`src/hw/dpsc_pkg.sv`:
```
package dpsc_pkg;

  // Frame and field widths
  localparam int FRAME_BITS = 24;
  localparam int WIPER_BITS = 10;
  localparam int DATA_BITS = 16;
  localparam int NV_LOCS = 16;

  // Command nibbles
  localparam logic [3:0] CMD_NOP = 4'h0;
  localparam logic [3:0] CMD_RESTORE = 4'h1;
  localparam logic [3:0] CMD_STORE = 4'h2;
  localparam logic [3:0] CMD_USER_STORE = 4'h3;
  localparam logic [3:0] CMD_NV_READ = 4'h9;
  localparam logic [3:0] CMD_WIPER_READ = 4'hA;
  localparam logic [3:0] CMD_WRITE = 4'hB;
  localparam logic [3:0] CMD_SHIFT_LEFT = 4'hC;
  localparam logic [3:0] CMD_INC = 4'hE;

  // Locations and reset values
  localparam logic [3:0] ADDR_CH1 = 4'h0;
  localparam logic [3:0] ADDR_CH2 = 4'h1;
  localparam logic [3:0] ADDR_USER_FIRST = 4'h2;
  localparam logic [3:0] ADDR_USER_LAST = 4'hE;
  localparam logic [9:0] WIPER_FULL = 10'h3FF;
  localparam logic [15:0] NV_RESET = 16'h0200;
  localparam logic [23:0] OUT_RESET = 24'h000000;

  // One command word
  typedef struct packed {
    logic [3:0] cmd;
    logic [3:0] addr;
    logic [15:0] data;
  } dpsc_frame_t;

endpackage : dpsc_pkg

```
`src/hw/dpsc_decoder.sv`:
```
// Functional notes
// - Write command loads 10-bit data into the addressed channel wiper.
// - Increment command adds one to the channel 1 wiper per frame below full scale.
// - Store command copies the addressed channel wiper into its nonvolatile slot.
// - Write-protect low blocks every nonvolatile memory change.
// - Restore command reloads channel 1 wiper from nonvolatile memory.
// - Power-on and preset strobe reload both wipers from nonvolatile memory.
// - No-operation changes nothing, shifts pending word, returns to idle.
// - Shift-left command doubles the addressed channel wiper.
// - Doubling beyond ten bits clamps at full scale.
// - User-store writes 16 data bits to the addressed user location.
// - Nonvolatile read returns command, address and stored word next frame.
// - Wiper read returns addressed wiper in low bits next frame.
// - Each frame shifts out previous frame, or read data when prepared.
// - Each wiper holds a 10-bit code, zero at the B end.
// - Restore leaves read-mode power until a following no-operation.
module dpsc_decoder (
  // Clock and reset
  input wire logic i_mclk,
  input wire logic i_rst,
  // Serial pins
  input wire logic i_sclk,
  input wire logic i_cs_n,
  input wire logic i_sdi,
  output logic o_sdo,
  // Control pins, active low
  input wire logic i_wp_n,
  input wire logic i_preset_restore_n,
  // Wiper codes and power state
  output logic [9:0] o_wiper_terminal_ch1,
  output logic [9:0] o_wiper_terminal_ch2,
  output logic o_read_mode
);

  dpsc_pkg::dpsc_frame_t frame;
  dpsc_pkg::dpsc_frame_t tx_word_reg;
  logic frame_vld;
  logic [15:0] nonvolatile_store [dpsc_pkg::NV_LOCS];
  logic [9:0] wiper_setting_ch1;
  logic [9:0] wiper_setting_ch2;
  logic [1:0] wp_sync_reg;
  logic [1:0] pr_sync_reg;
  logic pr_d_reg;
  logic por_reg;
  logic preset_evt;
  logic nv_wr_ok;
  logic [10:0] dbl1;
  logic [10:0] dbl2;

  assign wiper_setting_ch1 = o_wiper_terminal_ch1;
  assign wiper_setting_ch2 = o_wiper_terminal_ch2;
  assign dbl1 = {wiper_setting_ch1, 1'b0};
  assign dbl2 = {wiper_setting_ch2, 1'b0};

  ////////////////////////////////////////////////////////////////////////
  // Serial front end
  dpsc_spi_rx u_rx (
    .i_mclk(i_mclk),
    .i_rst(i_rst),
    .i_sclk(i_sclk),
    .i_cs_n(i_cs_n),
    .i_sdi(i_sdi),
    .i_tx_word(tx_word_reg),
    .o_frame_vld(frame_vld),
    .o_frame(frame),
    .o_sdo(o_sdo)
  );

  ////////////////////////////////////////////////////////////////////////
  // Pin synchronisers and preset strobe detection
  always_ff @(posedge i_mclk) begin
    if (i_rst) begin
      wp_sync_reg <= 2'h0;
      pr_sync_reg <= 2'h3;
      pr_d_reg <= 1'b1;
      por_reg <= 1'b1;
    end else begin
      wp_sync_reg <= {wp_sync_reg[0], i_wp_n};
      pr_sync_reg <= {pr_sync_reg[0], i_preset_restore_n};
      pr_d_reg <= pr_sync_reg[1];
      por_reg <= 1'b0;
    end
  end

  assign preset_evt = por_reg || (pr_d_reg && !pr_sync_reg[1]);
  assign nv_wr_ok = frame_vld && wp_sync_reg[1];

  ////////////////////////////////////////////////////////////////////////
  // Nonvolatile locations, one generate entry each
  for (genvar g = 0; g < dpsc_pkg::NV_LOCS; g++) begin : g_nv
    always_ff @(posedge i_mclk) begin
      if (i_rst) begin
        nonvolatile_store[g] <= dpsc_pkg::NV_RESET;
      end else if (nv_wr_ok && frame.addr == 4'(g)) begin
        if (frame.cmd == dpsc_pkg::CMD_STORE && g <= 1) begin
          nonvolatile_store[g] <= {6'h00, (g == 0) ? wiper_setting_ch1
                                                   : wiper_setting_ch2};
        end else if (frame.cmd == dpsc_pkg::CMD_USER_STORE &&
                     4'(g) >= dpsc_pkg::ADDR_USER_FIRST &&
                     4'(g) <= dpsc_pkg::ADDR_USER_LAST) begin
          nonvolatile_store[g] <= frame.data;
        end
      end
    end
  end

  ////////////////////////////////////////////////////////////////////////
  // Wiper channel 1
  always_ff @(posedge i_mclk) begin
    if (i_rst) begin
      o_wiper_terminal_ch1 <= 10'h000;
    end else if (preset_evt) begin
      o_wiper_terminal_ch1 <= nonvolatile_store[0][9:0];
    end else if (frame_vld && frame.addr == dpsc_pkg::ADDR_CH1) begin
      unique case (frame.cmd)
        dpsc_pkg::CMD_WRITE: o_wiper_terminal_ch1 <= frame.data[9:0];
        dpsc_pkg::CMD_INC: begin
          if (wiper_setting_ch1 != dpsc_pkg::WIPER_FULL) begin
            o_wiper_terminal_ch1 <= wiper_setting_ch1 + 10'h001;
          end
        end
        dpsc_pkg::CMD_RESTORE: o_wiper_terminal_ch1 <= nonvolatile_store[0][9:0];
        dpsc_pkg::CMD_SHIFT_LEFT: begin
          o_wiper_terminal_ch1 <= dbl1[10] ? dpsc_pkg::WIPER_FULL : dbl1[9:0];
        end
        default: ;
      endcase
    end
  end

  // Wiper channel 2
  always_ff @(posedge i_mclk) begin
    if (i_rst) begin
      o_wiper_terminal_ch2 <= 10'h000;
    end else if (preset_evt) begin
      o_wiper_terminal_ch2 <= nonvolatile_store[1][9:0];
    end else if (frame_vld && frame.addr == dpsc_pkg::ADDR_CH2) begin
      unique case (frame.cmd)
        dpsc_pkg::CMD_WRITE: o_wiper_terminal_ch2 <= frame.data[9:0];
        dpsc_pkg::CMD_SHIFT_LEFT: begin
          o_wiper_terminal_ch2 <= dbl2[10] ? dpsc_pkg::WIPER_FULL : dbl2[9:0];
        end
        default: ;
      endcase
    end
  end

  ////////////////////////////////////////////////////////////////////////
  // Next outgoing word: echo, or read data in the low 16 bits
  always_ff @(posedge i_mclk) begin
    if (i_rst) begin
      tx_word_reg <= dpsc_pkg::OUT_RESET;
    end else if (frame_vld) begin
      tx_word_reg <= frame;
      if (frame.cmd == dpsc_pkg::CMD_NV_READ) begin
        tx_word_reg.data <= nonvolatile_store[frame.addr];
      end else if (frame.cmd == dpsc_pkg::CMD_WIPER_READ) begin
        tx_word_reg.data <= {6'h00, (frame.addr == dpsc_pkg::ADDR_CH2)
                             ? wiper_setting_ch2 : wiper_setting_ch1};
      end
    end
  end

  // Read-mode power state
  always_ff @(posedge i_mclk) begin
    if (i_rst) begin
      o_read_mode <= 1'b0;
    end else if (frame_vld && frame.cmd == dpsc_pkg::CMD_RESTORE) begin
      o_read_mode <= 1'b1;
    end else if (frame_vld && frame.cmd == dpsc_pkg::CMD_NOP) begin
      o_read_mode <= 1'b0;
    end
  end

  ////////////////////////////////////////////////////////////////////////
  // Checks
  a_nv_protect: assert property (@(posedge i_mclk) disable iff (i_rst)
    frame_vld && !wp_sync_reg[1] |=> $stable(nonvolatile_store[0]))
    else $error("nonvolatile word changed while protected");
  a_inc_sat: assert property (@(posedge i_mclk) disable iff (i_rst)
    frame_vld && !preset_evt && frame.cmd == dpsc_pkg::CMD_INC && frame.addr == 4'h0
    |=> o_wiper_terminal_ch1 == (($past(o_wiper_terminal_ch1) == 10'h3FF) ? 10'h3FF
        : $past(o_wiper_terminal_ch1) + 10'h001))
    else $error("increment result wrong");
  a_shift_clamp: assert property (@(posedge i_mclk) disable iff (i_rst)
    frame_vld && !preset_evt && frame.cmd == dpsc_pkg::CMD_SHIFT_LEFT && frame.addr == 4'h0
    && o_wiper_terminal_ch1[9] |=> o_wiper_terminal_ch1 == 10'h3FF)
    else $error("doubling did not clamp");
  a_echo_word: assert property (@(posedge i_mclk) disable iff (i_rst)
    frame_vld |=> tx_word_reg[23:16] == $past(frame[23:16]))
    else $error("echo header wrong");
  a_restore_mode: assert property (@(posedge i_mclk) disable iff (i_rst)
    frame_vld && frame.cmd == dpsc_pkg::CMD_RESTORE |=> o_read_mode)
    else $error("read mode not entered");
  a_write_ch2: assert property (@(posedge i_mclk) disable iff (i_rst)
    frame_vld && !preset_evt && frame.cmd == dpsc_pkg::CMD_WRITE
    && frame.addr == dpsc_pkg::ADDR_CH2 |=> o_wiper_terminal_ch2 == $past(frame.data[9:0]))
    else $error("channel 2 write not loaded");
  a_restore_load: assert property (@(posedge i_mclk) disable iff (i_rst)
    frame_vld && !preset_evt && frame.cmd == dpsc_pkg::CMD_RESTORE
    && frame.addr == dpsc_pkg::ADDR_CH1
    |=> o_wiper_terminal_ch1 == $past(nonvolatile_store[0][9:0]))
    else $error("restore did not reload channel 1");
  a_nop_hold: assert property (@(posedge i_mclk) disable iff (i_rst)
    frame_vld && !preset_evt && frame.cmd == dpsc_pkg::CMD_NOP
    |=> $stable(o_wiper_terminal_ch1) && $stable(o_wiper_terminal_ch2) && !o_read_mode)
    else $error("no-operation changed state");
  a_preset_load: assert property (@(posedge i_mclk) disable iff (i_rst)
    preset_evt |=> o_wiper_terminal_ch1 == $past(nonvolatile_store[0][9:0])
    && o_wiper_terminal_ch2 == $past(nonvolatile_store[1][9:0]))
    else $error("preset did not reload wipers");
  a_wiper_read: assert property (@(posedge i_mclk) disable iff (i_rst)
    frame_vld && frame.cmd == dpsc_pkg::CMD_WIPER_READ && frame.addr == dpsc_pkg::ADDR_CH1
    |=> tx_word_reg.data == {6'h00, $past(o_wiper_terminal_ch1)})
    else $error("wiper readback word wrong");
  a_user_store: assert property (@(posedge i_mclk) disable iff (i_rst)
    nv_wr_ok && frame.cmd == dpsc_pkg::CMD_USER_STORE
    && frame.addr == dpsc_pkg::ADDR_USER_FIRST
    |=> nonvolatile_store[2] == $past(frame.data))
    else $error("user word not stored");

endmodule : dpsc_decoder

```
`src/hw/dpsc_spi_rx.sv`:
```
// Samples the serial pins, shifts frames in and out
module dpsc_spi_rx (
  // Clock and reset
  input wire logic i_mclk,
  input wire logic i_rst,
  // Serial pins
  input wire logic i_sclk,
  input wire logic i_cs_n,
  input wire logic i_sdi,
  // Word to shift out, loaded at frame start
  input wire dpsc_pkg::dpsc_frame_t i_tx_word,
  // Received frame
  output logic o_frame_vld,
  output dpsc_pkg::dpsc_frame_t o_frame,
  output logic o_sdo
);

  logic [2:0] s1_reg;
  logic [2:0] s2_reg;
  logic sclk_d_reg;
  logic cs_d_reg;
  logic [23:0] rx_reg;
  logic [23:0] tx_reg;
  logic [4:0] cnt_reg;

  // Two-stage synchronisers on sclk, cs_n, sdi
  always_ff @(posedge i_mclk) begin
    if (i_rst) begin
      s1_reg <= 3'h4; // Idle levels: cs_n high, sclk low, no false edge
      s2_reg <= 3'h4;
      sclk_d_reg <= 1'b0;
      cs_d_reg <= 1'b1;
    end else begin
      s1_reg <= {i_cs_n, i_sclk, i_sdi};
      s2_reg <= s1_reg;
      sclk_d_reg <= s2_reg[1];
      cs_d_reg <= s2_reg[2];
    end
  end

  // Shift on rising sclk, change sdo on falling, close at cs_n rise
  always_ff @(posedge i_mclk) begin
    if (i_rst) begin
      rx_reg <= 24'h000000;
      tx_reg <= dpsc_pkg::OUT_RESET;
      cnt_reg <= 5'h00;
      o_frame_vld <= 1'b0;
      o_frame <= '0;
      o_sdo <= 1'b0;
    end else begin
      o_frame_vld <= 1'b0;
      if (cs_d_reg && !s2_reg[2]) begin
        tx_reg <= i_tx_word;
        o_sdo <= i_tx_word[23];
        cnt_reg <= 5'h00;
      end else if (!s2_reg[2] && s2_reg[1] && !sclk_d_reg) begin
        rx_reg <= {rx_reg[22:0], s2_reg[0]};
        if (cnt_reg != 5'h1F) cnt_reg <= cnt_reg + 5'h01;
      end else if (!s2_reg[2] && !s2_reg[1] && sclk_d_reg) begin
        tx_reg <= {tx_reg[22:0], 1'b0};
        o_sdo <= tx_reg[22];
      end else if (!cs_d_reg && s2_reg[2]) begin
        o_frame_vld <= (cnt_reg == 5'(dpsc_pkg::FRAME_BITS));
        o_frame <= rx_reg;
      end
    end
  end

endmodule : dpsc_spi_rx

```
`config.mk`:
```
export PLATFORM = sky130hd
export DESIGN_NAME = dpsc_decoder
export DESIGN_NICKNAME = d
export VERILOG_FILES = /design/src/hw/dpsc_pkg.sv /design/src/hw/dpsc_decoder.sv /design/src/hw/dpsc_spi_rx.sv
export SDC_FILE = /design/constraint.sdc
export NUM_CORES = 1
export LEC_CHECK = 0
export BUFFER_PORTS_ARGS = -buffer_cell sky130_fd_sc_hd__buf_2
export CAP_MARGIN = 20
export CORE_UTILIZATION = 40
export CTS_CLUSTER_DIAMETER = 50
export DETAILED_ROUTE_END_ITERATION = 12
export PLACE_DENSITY_LB_ADDON = 0.15
export SETUP_SLACK_MARGIN = 0.2
export SLEW_MARGIN = 20
export SYNTH_ARGS = -nofsm -noshare
export SYNTH_HDL_FRONTEND = slang
export SYNTH_SLANG_ARGS = --single-unit
```
`constraint.sdc`:
```
create_clock -name i_mclk -period 6.85 [get_ports i_mclk]
set_input_delay 1.37 -clock i_mclk [delete_from_list [all_inputs] [get_ports i_mclk]]
set_output_delay 1.37 -clock i_mclk [all_outputs]
set_load 0.005 [all_outputs]
```
==> run metrics <==
outcome=complete, no violations; Die ar.=43200 um2; DR pass1 iterations=5; max-slew violations=0; power share of the clock group=47.6%; synthesis-stage register bit count=369; Power per Cell Area=263 nW/um2; peak supply drop=156 uV; Critical R2R Launch=u_rx.o_frame_vld; # DRC=0; largest reg by FF count=nonvolatile_store; Fillers=3893; final setup margin=3.38 ns; 1st-iter DRT viols=924; Post-synth EDFFs=228; Multi-input gate area=6580 um2; Antenna Nets Post-Route=0; Mapped Nets=1564; cts repair resizes=0; combinational power share=2.9%; Post CTS Setup Buffer Count=0; DP Cell Count=2021; layout cell share with drive strength beyond 1=11.5%; RSZ-0062 raised after global routing=no; Die Ht=208 um; leakage power=0.00622 uW; core area=41900 um2; async set or reset register ratio after synthesis=0%; CTS tree=built; cell taking the most area after synthesis=edfxtp_1; total wire length=47100 um; predominant post-synthesis flop cell=edfxtp_1; Initial Utilization=40.5%; clock sink total=369; Hold Vio Cnt, Final=0; clk_lat worst skew=0.56 ns; Clock Tree Buf Depth=3; Peak Freq=0.288 GHz; slowest stage cell, crit path=nor2_1; count of cell types in the netlist=70; final std cells w/o fill=2104; crit-path cells=buf_4, inv_1, nand2b_1, nor2_1, and2_1; crit path DAT=3.89 ns; # Max-Cap Violations=0; WHS Endpoint=pr_sync_reg[1]; sequential area share after synthesis=57.1%; dominant cells by area after synthesis=edfxtp_1, dfxtp_1, and2_1; Mapped Avg Cell Area=10.9 um2; Worst Path Required=7.27 ns; total track usage=21.9%; worst rel slew slack=28.9%; max reg flops=228; dpl ws=2.82 ns; Die Width=208 um; Num CTS Buffers=45; register area=9670 um2; clock root buffer=clkbuf_16; Sw Pwr=1080 uW; I/O Pins=29; Int Pwr=3880 uW; largest net degree at the start of global routing=77; Synth warnings=0; utilization after layout=45.1%; Hold Startpoint=pr_sync_reg[0]; global route overflow=0; setup_tns=0 ns; Rows=75; CP max FO=76; FF-to-FF setup slack=3.85 ns; R2R cell count=5; Hold Path Stages=1; crit share post-route=50.7%; Switching Fraction=21.7%; CTS Hold Bufs=0; initial antenna violation count=0; Area Growth Syn to Fin=11.4%; total number of vias=11700; Worst Skew=0.0118 ns; global-route wire length before repair=70900 um; routed vias/inst=5.55; Setup CP Type=primary input to register; CTS HTree Levels=2; share of the synthesized area in the top cell type=40.4%; R2R Path End=nonvolatile_store[13][9]; clock slew at reported path FFs=0.06 ns; detailed placement HPWL=29800 um; Post-Synthesis Cell Area=16900 um2; fin nets=1540; startpoint types=primary input; CP max stage delay=0.81 ns; # setup viols final=0; wire per inst=22.4 um; Final Critical Period=3.47 ns; routability cong.=0.912; Post-Synthesis Cells=1553; worst min-delay path class=register to register; Slew @ Worst Pin=1.07 ns; Critical Path Sink Type=register; Flop pwr share=49.5%; vias in the first global route=11400; input/output buffers=28
[metal layers]
layer  track usage, %  wire length (um)
met4             8.15              1340
met2             34.2             21700
met5                0                 0
met1             30.5             21000
met3             3.71              3110
[cells in the mapped netlist (10+ instances only)]
master / number
edfxtp_1: 228
and2_1: 200
nand2_1: 175
dfxtp_1: 141
mux2i_1: 101
a21oi_1: 92
nor2_1: 87
clkbuf_1: 72
o21ai_0: 50
nor3_1: 38
a311oi_1: 30
buf_2: 30
inv_1: 24
nand2b_1: 21
o221ai_1: 19
a22oi_1: 18
a211oi_1: 15
mux4_2: 15
o22ai_1: 15
nor2b_1: 14
or3_1: 14
nand3_1: 11
a221oi_1: 10
a31oi_1: 10
clkbuf_2: 10
[worst max-delay path, delay by kind of cell]
family / cells / cell delay, ns
buffers and inverters: 2 / 1.01
and+or+nand+nor: 3 / 1.49
[cells in the final DEF, fill, tap and decap left out, types with 5 or more instances in the layout]
master and instances:
edfxtp_1 228, and2_1 200, nand2_1 175, dfxtp_1 140, mux2i_1 101, a21oi_1 92
nor2_1 86, clkbuf_16 46, nor3_1 38, o21ai_0 37, buf_4 34, a311oi_1 30
buf_2 27, inv_1 24, nand2b_1 21, o221ai_1 19, a22oi_1 18, o22ai_1 15
a211oi_1 15, mux4_2 15, or3_1 14, o21ai_1 13, nor2b_1 12, nand3_1 11
a221oi_1 10, a31oi_1 10, or2_2 9, a21o_1 9, clkinv_2 8, clkbuf_1 7
clkbuf_8 7, nor4_1 5, nand4_1 5, xnor2_1 5
[power groups by stage]
stage | clock [uW] | combinational [uW] | sequential (uW)
after floorplan | 0 | 102 | 2480
after global placement | 0 | 146 | 2500
after CTS | 2400 | 147 | 2450
final | 2360 | 146 | 2460
after global routing | 2490 | 162 | 2460
after detailed placement | 0 | 147 | 2500
[metrics by stage]
stage / power [uW] / cell area, um2 / hold slack, ns
global route: 5110 / 18900 / 0.428
floorplan: 2580 / 16900 / 0.389
global placement: 2650 / 17400 / 0.393
finish: 4960 / 18900 / 0.410
detailed placement: 2650 / 17400 / 0.399
CTS: 5000 / 18900 / 0.412
[cell families (layout without fill, tap and decap cells)]
kind of cell / count (synthesis) / count (layout) / share of synthesized area, %
other cells: 0 / 2 / 0
fa+ha+maj: 4 / 4 / 0.295
xor+xnor: 7 / 7 / 0.362
simple gates: 607 / 607 / 18.7
flops: 369 / 369 / 57.1
mux: 116 / 116 / 7.96
buf+inv: 156 / 166 / 4.25
compound gates: 294 / 294 / 11.3
[worst max-delay path by stage]
stage / end / cells after the start / slack [ns] / start
CTS: nonvolatile_store[6][3] / 5 / 3.41 / i_rst
finish: nonvolatile_store[6][3] / 5 / 3.38 / i_rst
detailed placement: nonvolatile_store[6][3] / 5 / 2.82 / i_rst
global route: nonvolatile_store[7][1] / 5 / 3.19 / i_rst
floorplan: nonvolatile_store[6][0] / 4 / 3.89 / i_rst
global placement: nonvolatile_store[11][13] / 5 / 2.93 / i_rst
[layout make-up]
class / instances / share of cell area, %
well taps: 539 / 3.57
inverters: 24 / 0.477
clock buffers: 61 / 6.77
multi-input cells: 1028 / 34.8
diodes: 2 / 0.0265
repair buffers: 61 / 2.07
clock inverters: 20 / 1.04
flip-flops and latches: 369 / 51.2
Note: power is estimated with default switching activity, not from simulation.
